==> src/mrs_pkg.sv <==
// package: register map, state codes and timing constants of the memory reset sequencer
package mrs_pkg;

    // ======================================================================
    // register map (byte addresses)
    localparam logic [7:0]  EXT_OFFSET     = 8'h00;
    localparam logic [7:0]  STATUS_OFFSET  = 8'h04;
    localparam logic [7:0]  NVCFG_OFFSET   = 8'h08;
    localparam logic [15:0] EXT_RESET      = 16'hFFFF;
    localparam logic [15:0] EXT_NONE       = 16'hFFFF;
    localparam logic [15:0] NVCFG_RESET    = 16'h0000;

    // status fields
    localparam int STAT_STATE_LSB  = 0;
    localparam int STAT_POR_OK     = 4;
    localparam int STAT_OTP_DONE   = 5;
    localparam int STAT_OTP_FAIL   = 6;
    localparam int STAT_SYSRST     = 7;

    // ======================================================================
    // timing
    localparam longint CLK_PERIOD_PS       = 25000;
    localparam longint POWER_SETTLE_US     = 300;
    localparam longint RESET_RECOVERY_US   = 30;
    localparam longint RESET_PULSE_NS      = 200;
    localparam longint EXT_TICK_US         = 32;
    localparam longint DEEP_WAKE_US        = 300;

    // least times round up, longest times round down
    localparam logic [15:0] SETTLE_CYC =
        16'((POWER_SETTLE_US * 1000000 + CLK_PERIOD_PS - 1) / CLK_PERIOD_PS);
    localparam logic [15:0] RECOVERY_CYC =
        16'((RESET_RECOVERY_US * 1000000 + CLK_PERIOD_PS - 1) / CLK_PERIOD_PS);
    localparam logic [15:0] PULSE_CYC =
        16'((RESET_PULSE_NS * 1000 + CLK_PERIOD_PS - 1) / CLK_PERIOD_PS);
    localparam logic [15:0] TICK_CYC =
        16'((EXT_TICK_US * 1000000) / CLK_PERIOD_PS);
    localparam logic [15:0] WAKE_CYC =
        16'((DEEP_WAKE_US * 1000000) / CLK_PERIOD_PS);

    // ======================================================================
    // sequencer states
    typedef enum logic [3:0] {
        ST_POR_SETTLE  = 4'h0,
        ST_POR_EXTEND  = 4'h1,
        ST_POR_RECOVER = 4'h2,
        ST_STANDBY     = 4'h3,
        ST_WARM        = 4'h4,
        ST_HW_RESET    = 4'h5,
        ST_DEEP_DOWN   = 4'h6,
        ST_DEEP_WAKE   = 4'h7
    } mrs_state_type;

endpackage

==> src/mrs_sequencer.sv <==
// reset and power sequencer of a serial flash memory, with an APB register slave
//
// Functional notes
// - reset pin and select ignored during settling and extended reset-out low.
// - no selection or commands, no outputs but reset-out, during power-on reset.
// - reset low during power-on: finish after settling and recovery; recovery from pin release, or from end of settling and extension if pin still low.
// - settle end: stay in hardware reset if pin low, else standby.
// - select level during settling never changes the cold reset.
// - unfinished power-on: later hardware reset reruns full cold reset.
// - reset-out held low in settling and extension, released when they end, before any power-on recovery.
// - extension lasts (count plus one) ticks of 25 to 42 microseconds.
// - count FFFFh adds no extension; release at settle end.
// - extension count programs once; later attempts fail.
// - interrupt output high impedance once supply is good.
// - hardware reset aborts, leaves alternate space, tristates, clears status, idles controller.
// - select ignored for the whole recovery after hardware reset.
// - reset pin low blocks commands and reads.
// - hardware reset reloads bus configuration from non-volatile copy.
// - reset after power-on runs short warm reset without algorithm reload.
// - after warm reset: hold while pin low, standby when high.
// - reset pulse wakes deep power-down into standby with power-on defaults.
// - wake from deep power-down within 300 microseconds.
module mrs_sequencer
    import mrs_pkg::*;
#(
    parameter logic [15:0] SETTLE_CYCLES   = mrs_pkg::SETTLE_CYC,
    parameter logic [15:0] RECOVERY_CYCLES = mrs_pkg::RECOVERY_CYC,
    parameter logic [15:0] PULSE_CYCLES    = mrs_pkg::PULSE_CYC,
    parameter logic [15:0] TICK_CYCLES     = mrs_pkg::TICK_CYC,
    parameter logic [15:0] WAKE_CYCLES     = mrs_pkg::WAKE_CYC
) (
    input  wire logic        core_clk_i,
    input  wire logic        arst_n_i,
    // pins and supply monitor
    input  wire logic        power_good_i,
    input  wire logic        hw_reset_n_i,
    input  wire logic        chip_select_n_i,
    output logic             system_reset_out_n_o,
    output logic             system_reset_out_n_oe_o,
    output logic             interrupt_n_o,
    output logic             interrupt_n_oe_o,
    // core side
    input  wire logic        deep_power_down_i,
    output logic             select_accept_o,
    output logic             command_block_o,
    output logic             output_enable_allow_o,
    output logic             warm_reset_o,
    output logic             cold_reset_o,
    output logic [15:0]      bus_config_o,
    output mrs_pkg::mrs_state_type state_o,
    // APB slave
    input  wire logic        psel_i,
    input  wire logic        penable_i,
    input  wire logic        pwrite_i,
    input  wire logic [7:0]  paddr_i,
    input  wire logic [31:0] pwdata_i,
    output logic [31:0]      prdata_o,
    output logic             pready_o,
    output logic             pslverr_o
);
    import mrs_pkg::*;

    // ======================================================================
    // pin synchronisers
    logic [1:0] pg_sync;
    logic [1:0] rst_sync;
    logic [1:0] cs_sync;
    logic       pwr_ok;
    logic       rst_n;
    logic       cs_n;

    always_ff @(posedge core_clk_i or negedge arst_n_i) begin
        if (!arst_n_i) begin
            pg_sync  <= 2'h0;
            // pin idles high: a low reset value would fake a pin pulse after every cold start
            rst_sync <= 2'h3;
            cs_sync  <= 2'h3;
        end else begin
            pg_sync  <= {pg_sync[0], power_good_i};
            rst_sync <= {rst_sync[0], hw_reset_n_i};
            cs_sync  <= {cs_sync[0], chip_select_n_i};
        end
    end

    assign pwr_ok = pg_sync[1];
    assign rst_n  = rst_sync[1];
    assign cs_n   = cs_sync[1];

    // ======================================================================
    // registers
    mrs_state_type state;
    mrs_state_type next_state;
    logic [15:0]   cnt;
    logic [16:0]   ext_tick;
    logic [15:0]   rec_cnt;
    logic          rst_seen;
    logic          brownout;
    logic          por_ok;
    logic [15:0]   reset_extension_count;
    logic          otp_done;
    logic          otp_fail;
    logic [15:0]   nonvolatile_bus_config;
    logic          sysrst_active;

    logic          settle_end;
    logic          extend_end;
    logic          rec_done;
    logic          leave;
    logic          in_por;
    mrs_state_type post_por;

    assign in_por     = (state == ST_POR_SETTLE) || (state == ST_POR_EXTEND);
    assign settle_end = (state == ST_POR_SETTLE) && pwr_ok && (cnt == SETTLE_CYCLES - 16'h0001);
    assign extend_end = (state == ST_POR_EXTEND) && (cnt == TICK_CYCLES - 16'h0001)
                        && (ext_tick == {1'b0, reset_extension_count});
    assign rec_done   = (rec_cnt >= RECOVERY_CYCLES);
    assign leave      = (next_state != state);
    // recovery still owed when the pin was seen low
    assign post_por   = (rst_seen || !rst_n) ? ST_POR_RECOVER : ST_STANDBY;

    // ======================================================================
    // next state
    always_comb begin
        next_state = state;
        unique case (state)
            ST_POR_SETTLE: begin
                // pin and select play no part until settling ends
                if (settle_end) begin
                    if (reset_extension_count != EXT_NONE) begin
                        next_state = ST_POR_EXTEND;
                    end else begin
                        next_state = post_por;
                    end
                end
            end
            ST_POR_EXTEND: begin
                if (extend_end) begin
                    next_state = post_por;
                end
            end
            ST_POR_RECOVER: begin
                // pin still low holds hardware reset
                if (rec_done) begin
                    next_state = rst_n ? ST_STANDBY : ST_HW_RESET;
                end
            end
            ST_STANDBY: begin
                if (!rst_n) begin
                    // unfinished power-on reruns the cold reset
                    next_state = por_ok ? ST_WARM : ST_POR_SETTLE;
                end else if (deep_power_down_i) begin
                    next_state = ST_DEEP_DOWN;
                end
            end
            ST_WARM: begin
                // leave to standby only with pin high
                if (cnt == RECOVERY_CYCLES - 16'h0001) begin
                    next_state = rst_n ? ST_STANDBY : ST_HW_RESET;
                end
            end
            ST_HW_RESET: begin
                if (rst_n) begin
                    next_state = ST_STANDBY;
                end
            end
            ST_DEEP_DOWN: begin
                // a full-width pulse starts the wake
                if (!rst_n && cnt == PULSE_CYCLES - 16'h0001) begin
                    next_state = ST_DEEP_WAKE;
                end
            end
            ST_DEEP_WAKE: begin
                // wake bounded by the longest wake time
                if (cnt == WAKE_CYCLES - 16'h0001) begin
                    next_state = rst_n ? ST_STANDBY : ST_HW_RESET;
                end
            end
            default: next_state = ST_POR_SETTLE;
        endcase
    end

    always_ff @(posedge core_clk_i or negedge arst_n_i) begin
        if (!arst_n_i) begin
            state <= ST_POR_SETTLE;
        end else begin
            state <= next_state;
        end
    end

    // ======================================================================
    // one shared counter on the core clock
    always_ff @(posedge core_clk_i or negedge arst_n_i) begin
        if (!arst_n_i) begin
            cnt      <= 16'h0000;
            ext_tick <= 17'h00000;
        end else if (leave) begin
            cnt      <= 16'h0000;
            ext_tick <= 17'h00000;
        end else begin
            unique case (state)
                // settling counts only on a good supply
                ST_POR_SETTLE: cnt <= pwr_ok ? cnt + 16'h0001 : cnt;
                ST_POR_EXTEND: begin
                    if (cnt == TICK_CYCLES - 16'h0001) begin
                        cnt      <= 16'h0000;
                        ext_tick <= ext_tick + 17'h00001;
                    end else begin
                        cnt <= cnt + 16'h0001;
                    end
                end
                ST_WARM, ST_DEEP_WAKE: cnt <= cnt + 16'h0001;
                ST_DEEP_DOWN: cnt <= rst_n ? 16'h0000 : cnt + 16'h0001;
                default: cnt <= 16'h0000;
            endcase
        end
    end

    // recovery restarts while the pin is low during settling
    always_ff @(posedge core_clk_i or negedge arst_n_i) begin
        if (!arst_n_i) begin
            rec_cnt  <= 16'h0000;
            rst_seen <= 1'b0;
        end else if (in_por) begin
            rst_seen <= rst_seen || !rst_n;
            rec_cnt  <= (!rst_n || rec_done) ? (rst_n ? rec_cnt : 16'h0000)
                                             : (rst_seen ? rec_cnt + 16'h0001 : rec_cnt);
        end else if (state == ST_POR_RECOVER) begin
            rec_cnt <= rec_done ? rec_cnt : rec_cnt + 16'h0001;
        end else begin
            rec_cnt  <= 16'h0000;
            rst_seen <= 1'b0;
        end
    end

    // a supply drop in mid-settle leaves power-on unfinished
    always_ff @(posedge core_clk_i or negedge arst_n_i) begin
        if (!arst_n_i) begin
            brownout <= 1'b0;
            por_ok   <= 1'b0;
        end else if (next_state == ST_POR_SETTLE && state != ST_POR_SETTLE) begin
            brownout <= 1'b0;
            por_ok   <= 1'b0;
        end else begin
            if (state == ST_POR_SETTLE && cnt != 16'h0000 && !pwr_ok) begin
                brownout <= 1'b1;
            end
            if ((in_por || state == ST_POR_RECOVER) && leave && next_state != ST_POR_EXTEND
                    && next_state != ST_POR_RECOVER) begin
                por_ok <= !brownout;
            end
        end
    end

    // ======================================================================
    // reset effects
    always_ff @(posedge core_clk_i or negedge arst_n_i) begin
        if (!arst_n_i) begin
            warm_reset_o  <= 1'b0;
            cold_reset_o  <= 1'b0;
            bus_config_o  <= NVCFG_RESET;
            sysrst_active <= 1'b1;
        end else begin
            // abort, leave alternate space, clear status, idle controller
            // warm entry carries no algorithm reload
            warm_reset_o  <= (next_state == ST_WARM) && (state != ST_WARM);
            // deep wake exit restores power-on defaults
            cold_reset_o  <= ((next_state == ST_POR_SETTLE) && (state == ST_STANDBY))
                             || ((state == ST_DEEP_WAKE) && leave);
            // bus configuration reloaded from non-volatile copy
            if (((next_state == ST_WARM) && (state != ST_WARM))
                    || ((next_state == ST_POR_SETTLE) && (state != ST_POR_SETTLE))
                    || ((state == ST_DEEP_WAKE) && leave)) begin
                bus_config_o <= nonvolatile_bus_config;
            end
            // held low through settling and extension only
            sysrst_active <= (next_state == ST_POR_SETTLE) || (next_state == ST_POR_EXTEND);
        end
    end

    // open drain: only ever pulls low
    assign system_reset_out_n_o    = 1'b0;
    assign system_reset_out_n_oe_o = sysrst_active;
    // interrupt pin never driven by this block
    assign interrupt_n_o           = 1'b0;
    assign interrupt_n_oe_o        = 1'b0;

    // only standby with pin high accepts anything
    assign select_accept_o       = (state == ST_STANDBY) && rst_n && !sysrst_active && !cs_n;
    assign command_block_o       = (state != ST_STANDBY) || !rst_n || sysrst_active;
    assign output_enable_allow_o = !command_block_o;
    assign state_o               = state;

    // ======================================================================
    // APB slave, zero wait states
    logic wr_access;

    assign wr_access = psel_i && penable_i && pwrite_i;
    assign pready_o  = 1'b1;
    assign pslverr_o = psel_i && penable_i
                       && !(paddr_i == EXT_OFFSET || paddr_i == STATUS_OFFSET
                            || paddr_i == NVCFG_OFFSET);

    always_ff @(posedge core_clk_i or negedge arst_n_i) begin
        if (!arst_n_i) begin
            reset_extension_count  <= EXT_RESET;
            otp_done               <= 1'b0;
            otp_fail               <= 1'b0;
            nonvolatile_bus_config <= NVCFG_RESET;
        end else if (wr_access) begin
            unique case (paddr_i)
                EXT_OFFSET: begin
                    // one program only; later attempts flag a failure
                    if (!otp_done) begin
                        reset_extension_count <= pwdata_i[15:0];
                        otp_done              <= 1'b1;
                    end else begin
                        otp_fail <= 1'b1;
                    end
                end
                STATUS_OFFSET: begin
                    if (pwdata_i[STAT_OTP_FAIL]) begin
                        otp_fail <= 1'b0;
                    end
                end
                NVCFG_OFFSET: nonvolatile_bus_config <= pwdata_i[15:0];
                default: ;
            endcase
        end
    end

    // read data captured in the setup cycle
    always_ff @(posedge core_clk_i or negedge arst_n_i) begin
        if (!arst_n_i) begin
            prdata_o <= 32'h00000000;
        end else if (psel_i && !penable_i) begin
            unique case (paddr_i)
                EXT_OFFSET:   prdata_o <= {16'h0000, reset_extension_count};
                NVCFG_OFFSET: prdata_o <= {16'h0000, nonvolatile_bus_config};
                STATUS_OFFSET: prdata_o <= {24'h000000, sysrst_active, otp_fail,
                                            otp_done, por_ok, state};
                default:      prdata_o <= 32'h00000000;
            endcase
        end
    end

    // ======================================================================
    // checks
    logic [31:0] ext_len;

    always_ff @(posedge core_clk_i or negedge arst_n_i) begin
        if (!arst_n_i) begin
            ext_len <= 32'h00000000;
        end else begin
            ext_len <= (state == ST_POR_EXTEND) ? ext_len + 32'h00000001 : 32'h00000000;
        end
    end

    sysrst_block_a: assert property (
        @(posedge core_clk_i) disable iff (!arst_n_i)
        system_reset_out_n_oe_o |-> !select_accept_o && command_block_o)
        else $error("selection accepted while reset-out is low");

    settle_hold_a: assert property (
        @(posedge core_clk_i) disable iff (!arst_n_i)
        (state == ST_POR_SETTLE && cnt < SETTLE_CYCLES - 16'h0001)
        |=> state == ST_POR_SETTLE && system_reset_out_n_oe_o)
        else $error("settling left early");

    recover_hold_a: assert property (
        @(posedge core_clk_i) disable iff (!arst_n_i)
        (state == ST_POR_RECOVER && !rec_done) |=> state == ST_POR_RECOVER)
        else $error("power-on recovery cut short");

    recover_exit_a: assert property (
        @(posedge core_clk_i) disable iff (!arst_n_i)
        (state == ST_POR_RECOVER && rec_done) |=>
        state == ($past(rst_n) ? ST_STANDBY : ST_HW_RESET))
        else $error("wrong state after power-on recovery");

    ext_length_a: assert property (
        @(posedge core_clk_i) disable iff (!arst_n_i)
        (state == ST_POR_EXTEND && leave) |->
        ext_len + 32'h00000001 == ({16'h0000, reset_extension_count} + 32'h00000001)
                                  * {16'h0000, TICK_CYCLES})
        else $error("extension length wrong");

    no_extend_a: assert property (
        @(posedge core_clk_i) disable iff (!arst_n_i)
        (settle_end && reset_extension_count == EXT_NONE) |=> !system_reset_out_n_oe_o)
        else $error("reset-out held with erased count");

    otp_once_a: assert property (
        @(posedge core_clk_i) disable iff (!arst_n_i)
        (wr_access && paddr_i == EXT_OFFSET && otp_done) |=>
        $stable(reset_extension_count) && otp_fail)
        else $error("extension count reprogrammed");

    int_float_a: assert property (
        @(posedge core_clk_i) disable iff (!arst_n_i)
        pwr_ok |-> !interrupt_n_oe_o)
        else $error("interrupt pin driven");

    warm_effects_a: assert property (
        @(posedge core_clk_i) disable iff (!arst_n_i)
        (state == ST_STANDBY && !rst_n && por_ok) |=>
        warm_reset_o && !cold_reset_o && bus_config_o == $past(nonvolatile_bus_config))
        else $error("warm reset effects missing");

    warm_hold_a: assert property (
        @(posedge core_clk_i) disable iff (!arst_n_i)
        (state == ST_WARM && cnt < RECOVERY_CYCLES - 16'h0001) |=>
        state == ST_WARM && !select_accept_o)
        else $error("select accepted during recovery");

    pin_block_a: assert property (
        @(posedge core_clk_i) disable iff (!arst_n_i)
        !rst_n |-> command_block_o && !select_accept_o)
        else $error("commands pass with reset pin low");

    cold_rerun_a: assert property (
        @(posedge core_clk_i) disable iff (!arst_n_i)
        (state == ST_STANDBY && !rst_n && !por_ok) |=> state == ST_POR_SETTLE ##1
        system_reset_out_n_oe_o)
        else $error("unfinished power-on not rerun");

    wake_bound_a: assert property (
        @(posedge core_clk_i) disable iff (!arst_n_i)
        (state == ST_DEEP_WAKE && cnt == WAKE_CYCLES - 16'h0001) |=>
        state != ST_DEEP_WAKE && cold_reset_o)
        else $error("deep wake overran");

    por_extend_c: cover property (
        @(posedge core_clk_i) disable iff (!arst_n_i)
        state == ST_POR_EXTEND ##1 state == ST_STANDBY);
    warm_reset_c: cover property (
        @(posedge core_clk_i) disable iff (!arst_n_i)
        state == ST_WARM ##1 state == ST_HW_RESET);
    deep_wake_c: cover property (
        @(posedge core_clk_i) disable iff (!arst_n_i)
        state == ST_DEEP_WAKE ##1 state == ST_STANDBY);
    otp_fail_c: cover property (
        @(posedge core_clk_i) disable iff (!arst_n_i)
        $rose(otp_fail));

endmodule

==> config.mk <==
export PLATFORM = sky130hd
export DESIGN_NAME = mrs_sequencer
export DESIGN_NICKNAME = d
export VERILOG_FILES = /design/src/mrs_pkg.sv /design/src/mrs_sequencer.sv
export SDC_FILE = /design/constraint.sdc
export NUM_CORES = 1
export LEC_CHECK = 0
export ABC_CLOCK_PERIOD_IN_PS = 5000
export CAP_MARGIN = 15
export CORE_ASPECT_RATIO = 1.25
export CORE_MARGIN = 2
export CORE_UTILIZATION = 35
export CTS_CLUSTER_SIZE = 10
export DETAILED_ROUTE_END_ITERATION = 10
export DONT_BUFFER_PORTS = 1
export GPL_TIMING_DRIVEN = 0
export HOLD_SLACK_MARGIN = 0.15
export PLACE_DENSITY = 0.48
export SYNTH_ARGS = -nofsm -noshare
export SYNTH_HDL_FRONTEND = slang
export SYNTH_SLANG_ARGS = --single-unit
==> constraint.sdc <==
create_clock -name core_clk_i -period 5 [get_ports core_clk_i]
set_input_delay 0.5 -clock core_clk_i [delete_from_list [all_inputs] [get_ports core_clk_i]]
set_output_delay 0.5 -clock core_clk_i [all_outputs]
set_load 0.1 [all_outputs]
# After elaboration in Yosys (flattened, before gate mapping)
# Index checks and enable logic that the tools add are counted.
[word_totals]
ff_bits = 147
input_bits = 49
out_inout_bits = 63
word_cells = 149
[op_classes]
addsub = 3
magnitude_cmp = 1
n_eq_ne = 29
n_mux = 38
n_bitwise = 1
reduce_logical = 58
[ops]
columns = ["cell", "n"]
rows = [
  ["2-to-1 mux 16 bit", 10],
  ["case mux 16 bit (4 select lines)", 1],
  ["2-to-1 mux 17 bit", 3],
  ["case mux 16 bit (3 select lines)", 1],
  ["2-to-1 mux 4 bit", 9],
  ["adder 16 x 1 -> 16 bit (second input constant)", 2],
  ["== test 16 x 11 -> 1 bit (second input constant)", 2],
  ["case mux 4 bit (8 select lines)", 1],
  ["logical AND 1 bit", 21],
  ["== test 4 x 3 -> 1 bit (second input constant)", 5],
  ["adder 17 x 1 -> 17 bit (second input constant)", 1],
  ["== test 17 x 16 -> 1 bit", 1],
  ["== test 16 x 14 -> 1 bit (second input constant)", 1],
  ["== test 16 x 3 -> 1 bit (second input constant)", 1],
  [">= comparator 16 x 11 -> 1 bit (second input constant)", 1],
  ["inequality test 16 bit (second input constant)", 1],
  ["nonzero test 16 bit", 1],
  ["logical OR 1 bit", 12],
  ["nonzero test 2 bit", 5],
  ["2-to-1 mux 1 bit", 9],
  ["inequality test 3 bit (second input constant)", 3],
  ["== test 4 x 1 -> 1 bit (second input constant)", 2],
  ["== test 4 x 2 -> 1 bit (second input constant)", 2],
  ["== test 8 x 3 -> 1 bit (second input constant)", 1],
  ["19 further kinds", 34],
]

# Longest topological paths before layout
[depth]
ltp_word = 12
ltp_mapped = 11
mapped_depth_nobuf = 10

# Least setup slack after synthesis
# No wires, ideal clock.
[synth_path]
kind = "register to output"
startpoint = "reg state[1] (netlist: state_o[1])"
endpoint = "out select_accept_o"
arrival_time_ps = 3700
required_time_ps = 4500
path_slack_ps = 800
path_stages_with_launch = 6
n_path_buf = 1
path_cell_list = "dfrtp_1 > clkbuf_1 > nor4bb_1 > nand2_1 > or2_2 > nor2_1"
[synth_via]
elab_chain_cells = 4
[synth_rtl]
columns = ["element", "line_no", "rtl"]
rows = [
  ["start, declared", "mrs_sequencer.sv:91", "mrs_state_type state;"],
  ["start signal, assigned", "mrs_sequencer.sv:186", "state <= next_state;"],
  ["== test 4 x 2 -> 1 bit", "mrs_sequencer.sv:288", "assign select_accept_o = (state == ST_STANDBY) && rst_n && !sysrst_active && !cs_n;"],
  ["logical AND 1 bit (3 in a row)", "mrs_sequencer.sv:288", ""],
  ["end, declared", "mrs_sequencer.sv:44", "output logic select_accept_o,"],
]
# No other way between the ends.

# Worst setup path in the final report
# Ends and elaborated chain as after synthesis.

==> flow_metrics.tcl <==
set metrics [dict create \
    peakVddDrop_mv 0.235 \
    clkSinkCount 131 \
    design.core.area_sq_um 19300 \
    synthFlopType "dfrtp_1" \
    cp.arrival_ns 4.09 \
    viasPerCell 5.37 \
    clkTransAtPathRegs_ns 0.07 \
    final_common_cell "dfrtp_1" \
    mostFrequentLayoutCells "dfrtp_1 (110), nor2_1 (75), nand2_1 (65)" \
    synth.distinct_cells 69 \
    r2r_cells 10 \
    wl_per_cell_um 17.8 \
    htree_num_levels 4 \
    hold_class "in -> reg" \
    fin_tns_setup_ns 0 \
    layout_setup_ws_ns 0.409 \
    post-route-min-period_ns 4.59 \
    gr-total-overflow 0 \
    start_util_pct 35.3 \
    rsz0062_at_grt "no" \
    ys_ff_latch 131 \
    post-route-period-util_pct 91.8 \
    cts_buffers 17 \
    diodes 0 \
    leakagePower_nw 3.51 \
    worstMarginPinSlew_ns 1.08 \
    netlist_instances 672 \
    async_flop_share_pct 100 \
    clock_path_buffers 2 \
    hold_end "nonvolatile_bus_config[5]" \
    yosysSeqAreaShare_pct 48.6 \
    clock_latency_ns 0.43 \
    grt_use_total_pct 17.6 \
    power_mw 2.58 \
    cp-end-kind "output port" \
    die_x_um 129 \
    fmax_ghz 0.218 \
    fp.dieArea_sq_um 20600 \
    slew_headroom_pct 27.7 \
    vias 5185 \
    dieHeight_um 160 \
    remaining_drc_errors 0 \
    critPathMaxFanout 8 \
    synth.avg_cell_area_sq_um 10.1 \
    hpwl_um 12400 \
    io_buffer_count 0 \
    power.density_nw_per_um2 328 \
    io_pins 112 \
    status "finished clean" \
    yosysWarnings 0 \
    wirelength_um 17200 \
    r2r-start "state_o[1]" \
    cts_tree "built" \
    drtIter0Drc 325 \
    cts_setup_buffers 0 \
    first_global_vias 5283 \
    antenna_left 0 \
    cp-start-kind "flip-flop" \
    timing.rr.end "bus_config_o[15]" \
    required_ns 4.50 \
    place.gp.congestion 0.883 \
    grt_pass1_wl_um 28200 \
    rrSetupSlack_ns 0.83 \
    drt-pass1-iter-count 6 \
    maxCapViolations 0 \
    synth-edff-count 0 \
    timing.final.hold_violations 0 \
    antenna_found_initial 0 \
    cts_resized 0 \
    path_class "reg -> out" \
    fin_nets 770 \
    grt_max_degree 132 \
    post-place-ws_ns 0.808 \
    hold_depth 1 \
    synth.cell_area_sq_um 6800 \
    skew_ns 0.0122 \
    setup_violations 0 \
    hp-start "pwdata_i[5]" \
    area_growth_pct 15.5 \
    drv_slew 0 \
    finalHoldWorstSlack_ns 0.214 \
    rows 57 \
    clock-root-buffer "clkbuf_16" \
    drive_gt1_share_pct 19.8 \
]
## metal layers
metal | global-route usage (%) | part of all wire [%] | up-vias
met4 | 6.23 | 2.1 | 0
met1 | 21.1 | 42 | 2559
met3 | 5.23 | 6.1 | 33
met5 | 0 | 0 | -
met2 | 29.7 | 50 | 150
li1 | - | - | 2443
## Yosys cell counts (all sizes together) (3+ instances only)
| master | instances | area share [%] |
|---|---|---|
| mux2 | 50 | 8.8 |
| nor4 | 8 | 0.83 |
| or3 | 3 | 0.28 |
| inv | 12 | 0.66 |
| a31oi | 7 | 0.64 |
| and3 | 16 | 1.5 |
| nor2b | 3 | 0.28 |
| nand3 | 12 | 0.88 |
| nor3 | 22 | 1.6 |
| buf | 25 | 2.8 |
| nor3b | 3 | 0.33 |
| nand4 | 24 | 2.2 |
| xor2 | 22 | 2.8 |
| ha | 5 | 0.92 |
| nand2 | 65 | 3.6 |
| or4 | 7 | 0.83 |
| mux2i | 11 | 1.6 |
| dfstp | 21 | 8.1 |
| a211oi | 3 | 0.40 |
| a41oi | 3 | 0.39 |
| clkbuf | 22 | 1.2 |
| a21oi | 23 | 1.9 |
| dfrtp | 110 | 40 |
| o31ai | 9 | 0.99 |
| a22oi | 10 | 1.1 |
| o21ai | 35 | 2.6 |
| xnor2 | 19 | 2.4 |
| and2 | 5 | 0.50 |
| nor2 | 76 | 4.2 |
| nand2b | 8 | 0.74 |
## flip-flops by register name, indices dropped and copies added, names as in the netlist, 2 cells and up
register,cells
nonvolatile_bus_config,16
rec_cnt,16
pg_sync,2
state_o,4
rst_sync,2
bus_config_o,16
ext_tick,17
reset_extension_count,16
cnt,16
prdata_o,16
cs_sync,2
## how the worst max path moves through the flow
stage	from	depth (start not counted)	slack, ns	endpoint
2_1_floorplan	state_o[1]	5	0.80	select_accept_o
3_3_place_gp	state_o[1]	5	0.33	select_accept_o
3_5_place_dp	state_o[1]	10	0.81	bus_config_o[15]
4_1_cts	state_o[1]	5	0.38	select_accept_o
5_1_grt	state_o[1]	5	0.20	select_accept_o
6_report	state_o[1]	5	0.41	select_accept_o
## cell families after synthesis
family                   synth area share [%]
buffers and inverters                    4.67
multiplexers                             10.5
AO/OA/AOI/OAI                            10.8
XOR/XNOR                                 5.28
AND/OR/NAND/NOR                          19.2
adder cells (fa/ha/maj)                 0.920
other                                   0.110
flip-flops                               48.6
## power breakdown
group	total [mW]	internal, mW	switching (mW)	leakage, nW
logic	0.186	0.0453	0.141	1.47
clock network	1.28	0.763	0.519	0.297
registers	1.11	1.08	0.0325	1.74
## worst max-delay path, cell delays in order, from the launching register on
cell      delay (ns)
dfrtp_1         0.93
clkbuf_1        0.34
nor4bb_1        0.77
nand2_1         0.15
or2_2           0.56
nor2_2          0.90
## cell type report
cell class | instances | area [sq um]
inverters | 12 | 45.0
well taps | 236 | 295
clock inverters | 14 | 168
fillers | 1904 | 11400
clock buffers | 18 | 439
repair buffers | 6 | 75.1
flip-flops and latches | 131 | 3300
multi-input cells | 501 | 3250
plain buffers | 47 | 273
## metrics by stage
step	cells	cell area [sq um]	util [%]
floorplan	691	6870	-
global placement	927	7170	37.2
detailed placement	928	7180	37.3
CTS	965	7850	40.8
global route	965	7850	40.8
finish	965	7850	40.8
## what timing repair did
item                                    4_1_cts  5_1_grt
endpoints found under the setup margin        0        0
hold endpoints to repair                    134        0
hold buffers                                  5        0
No activity file was read; power rests on OpenSTA's default activity.
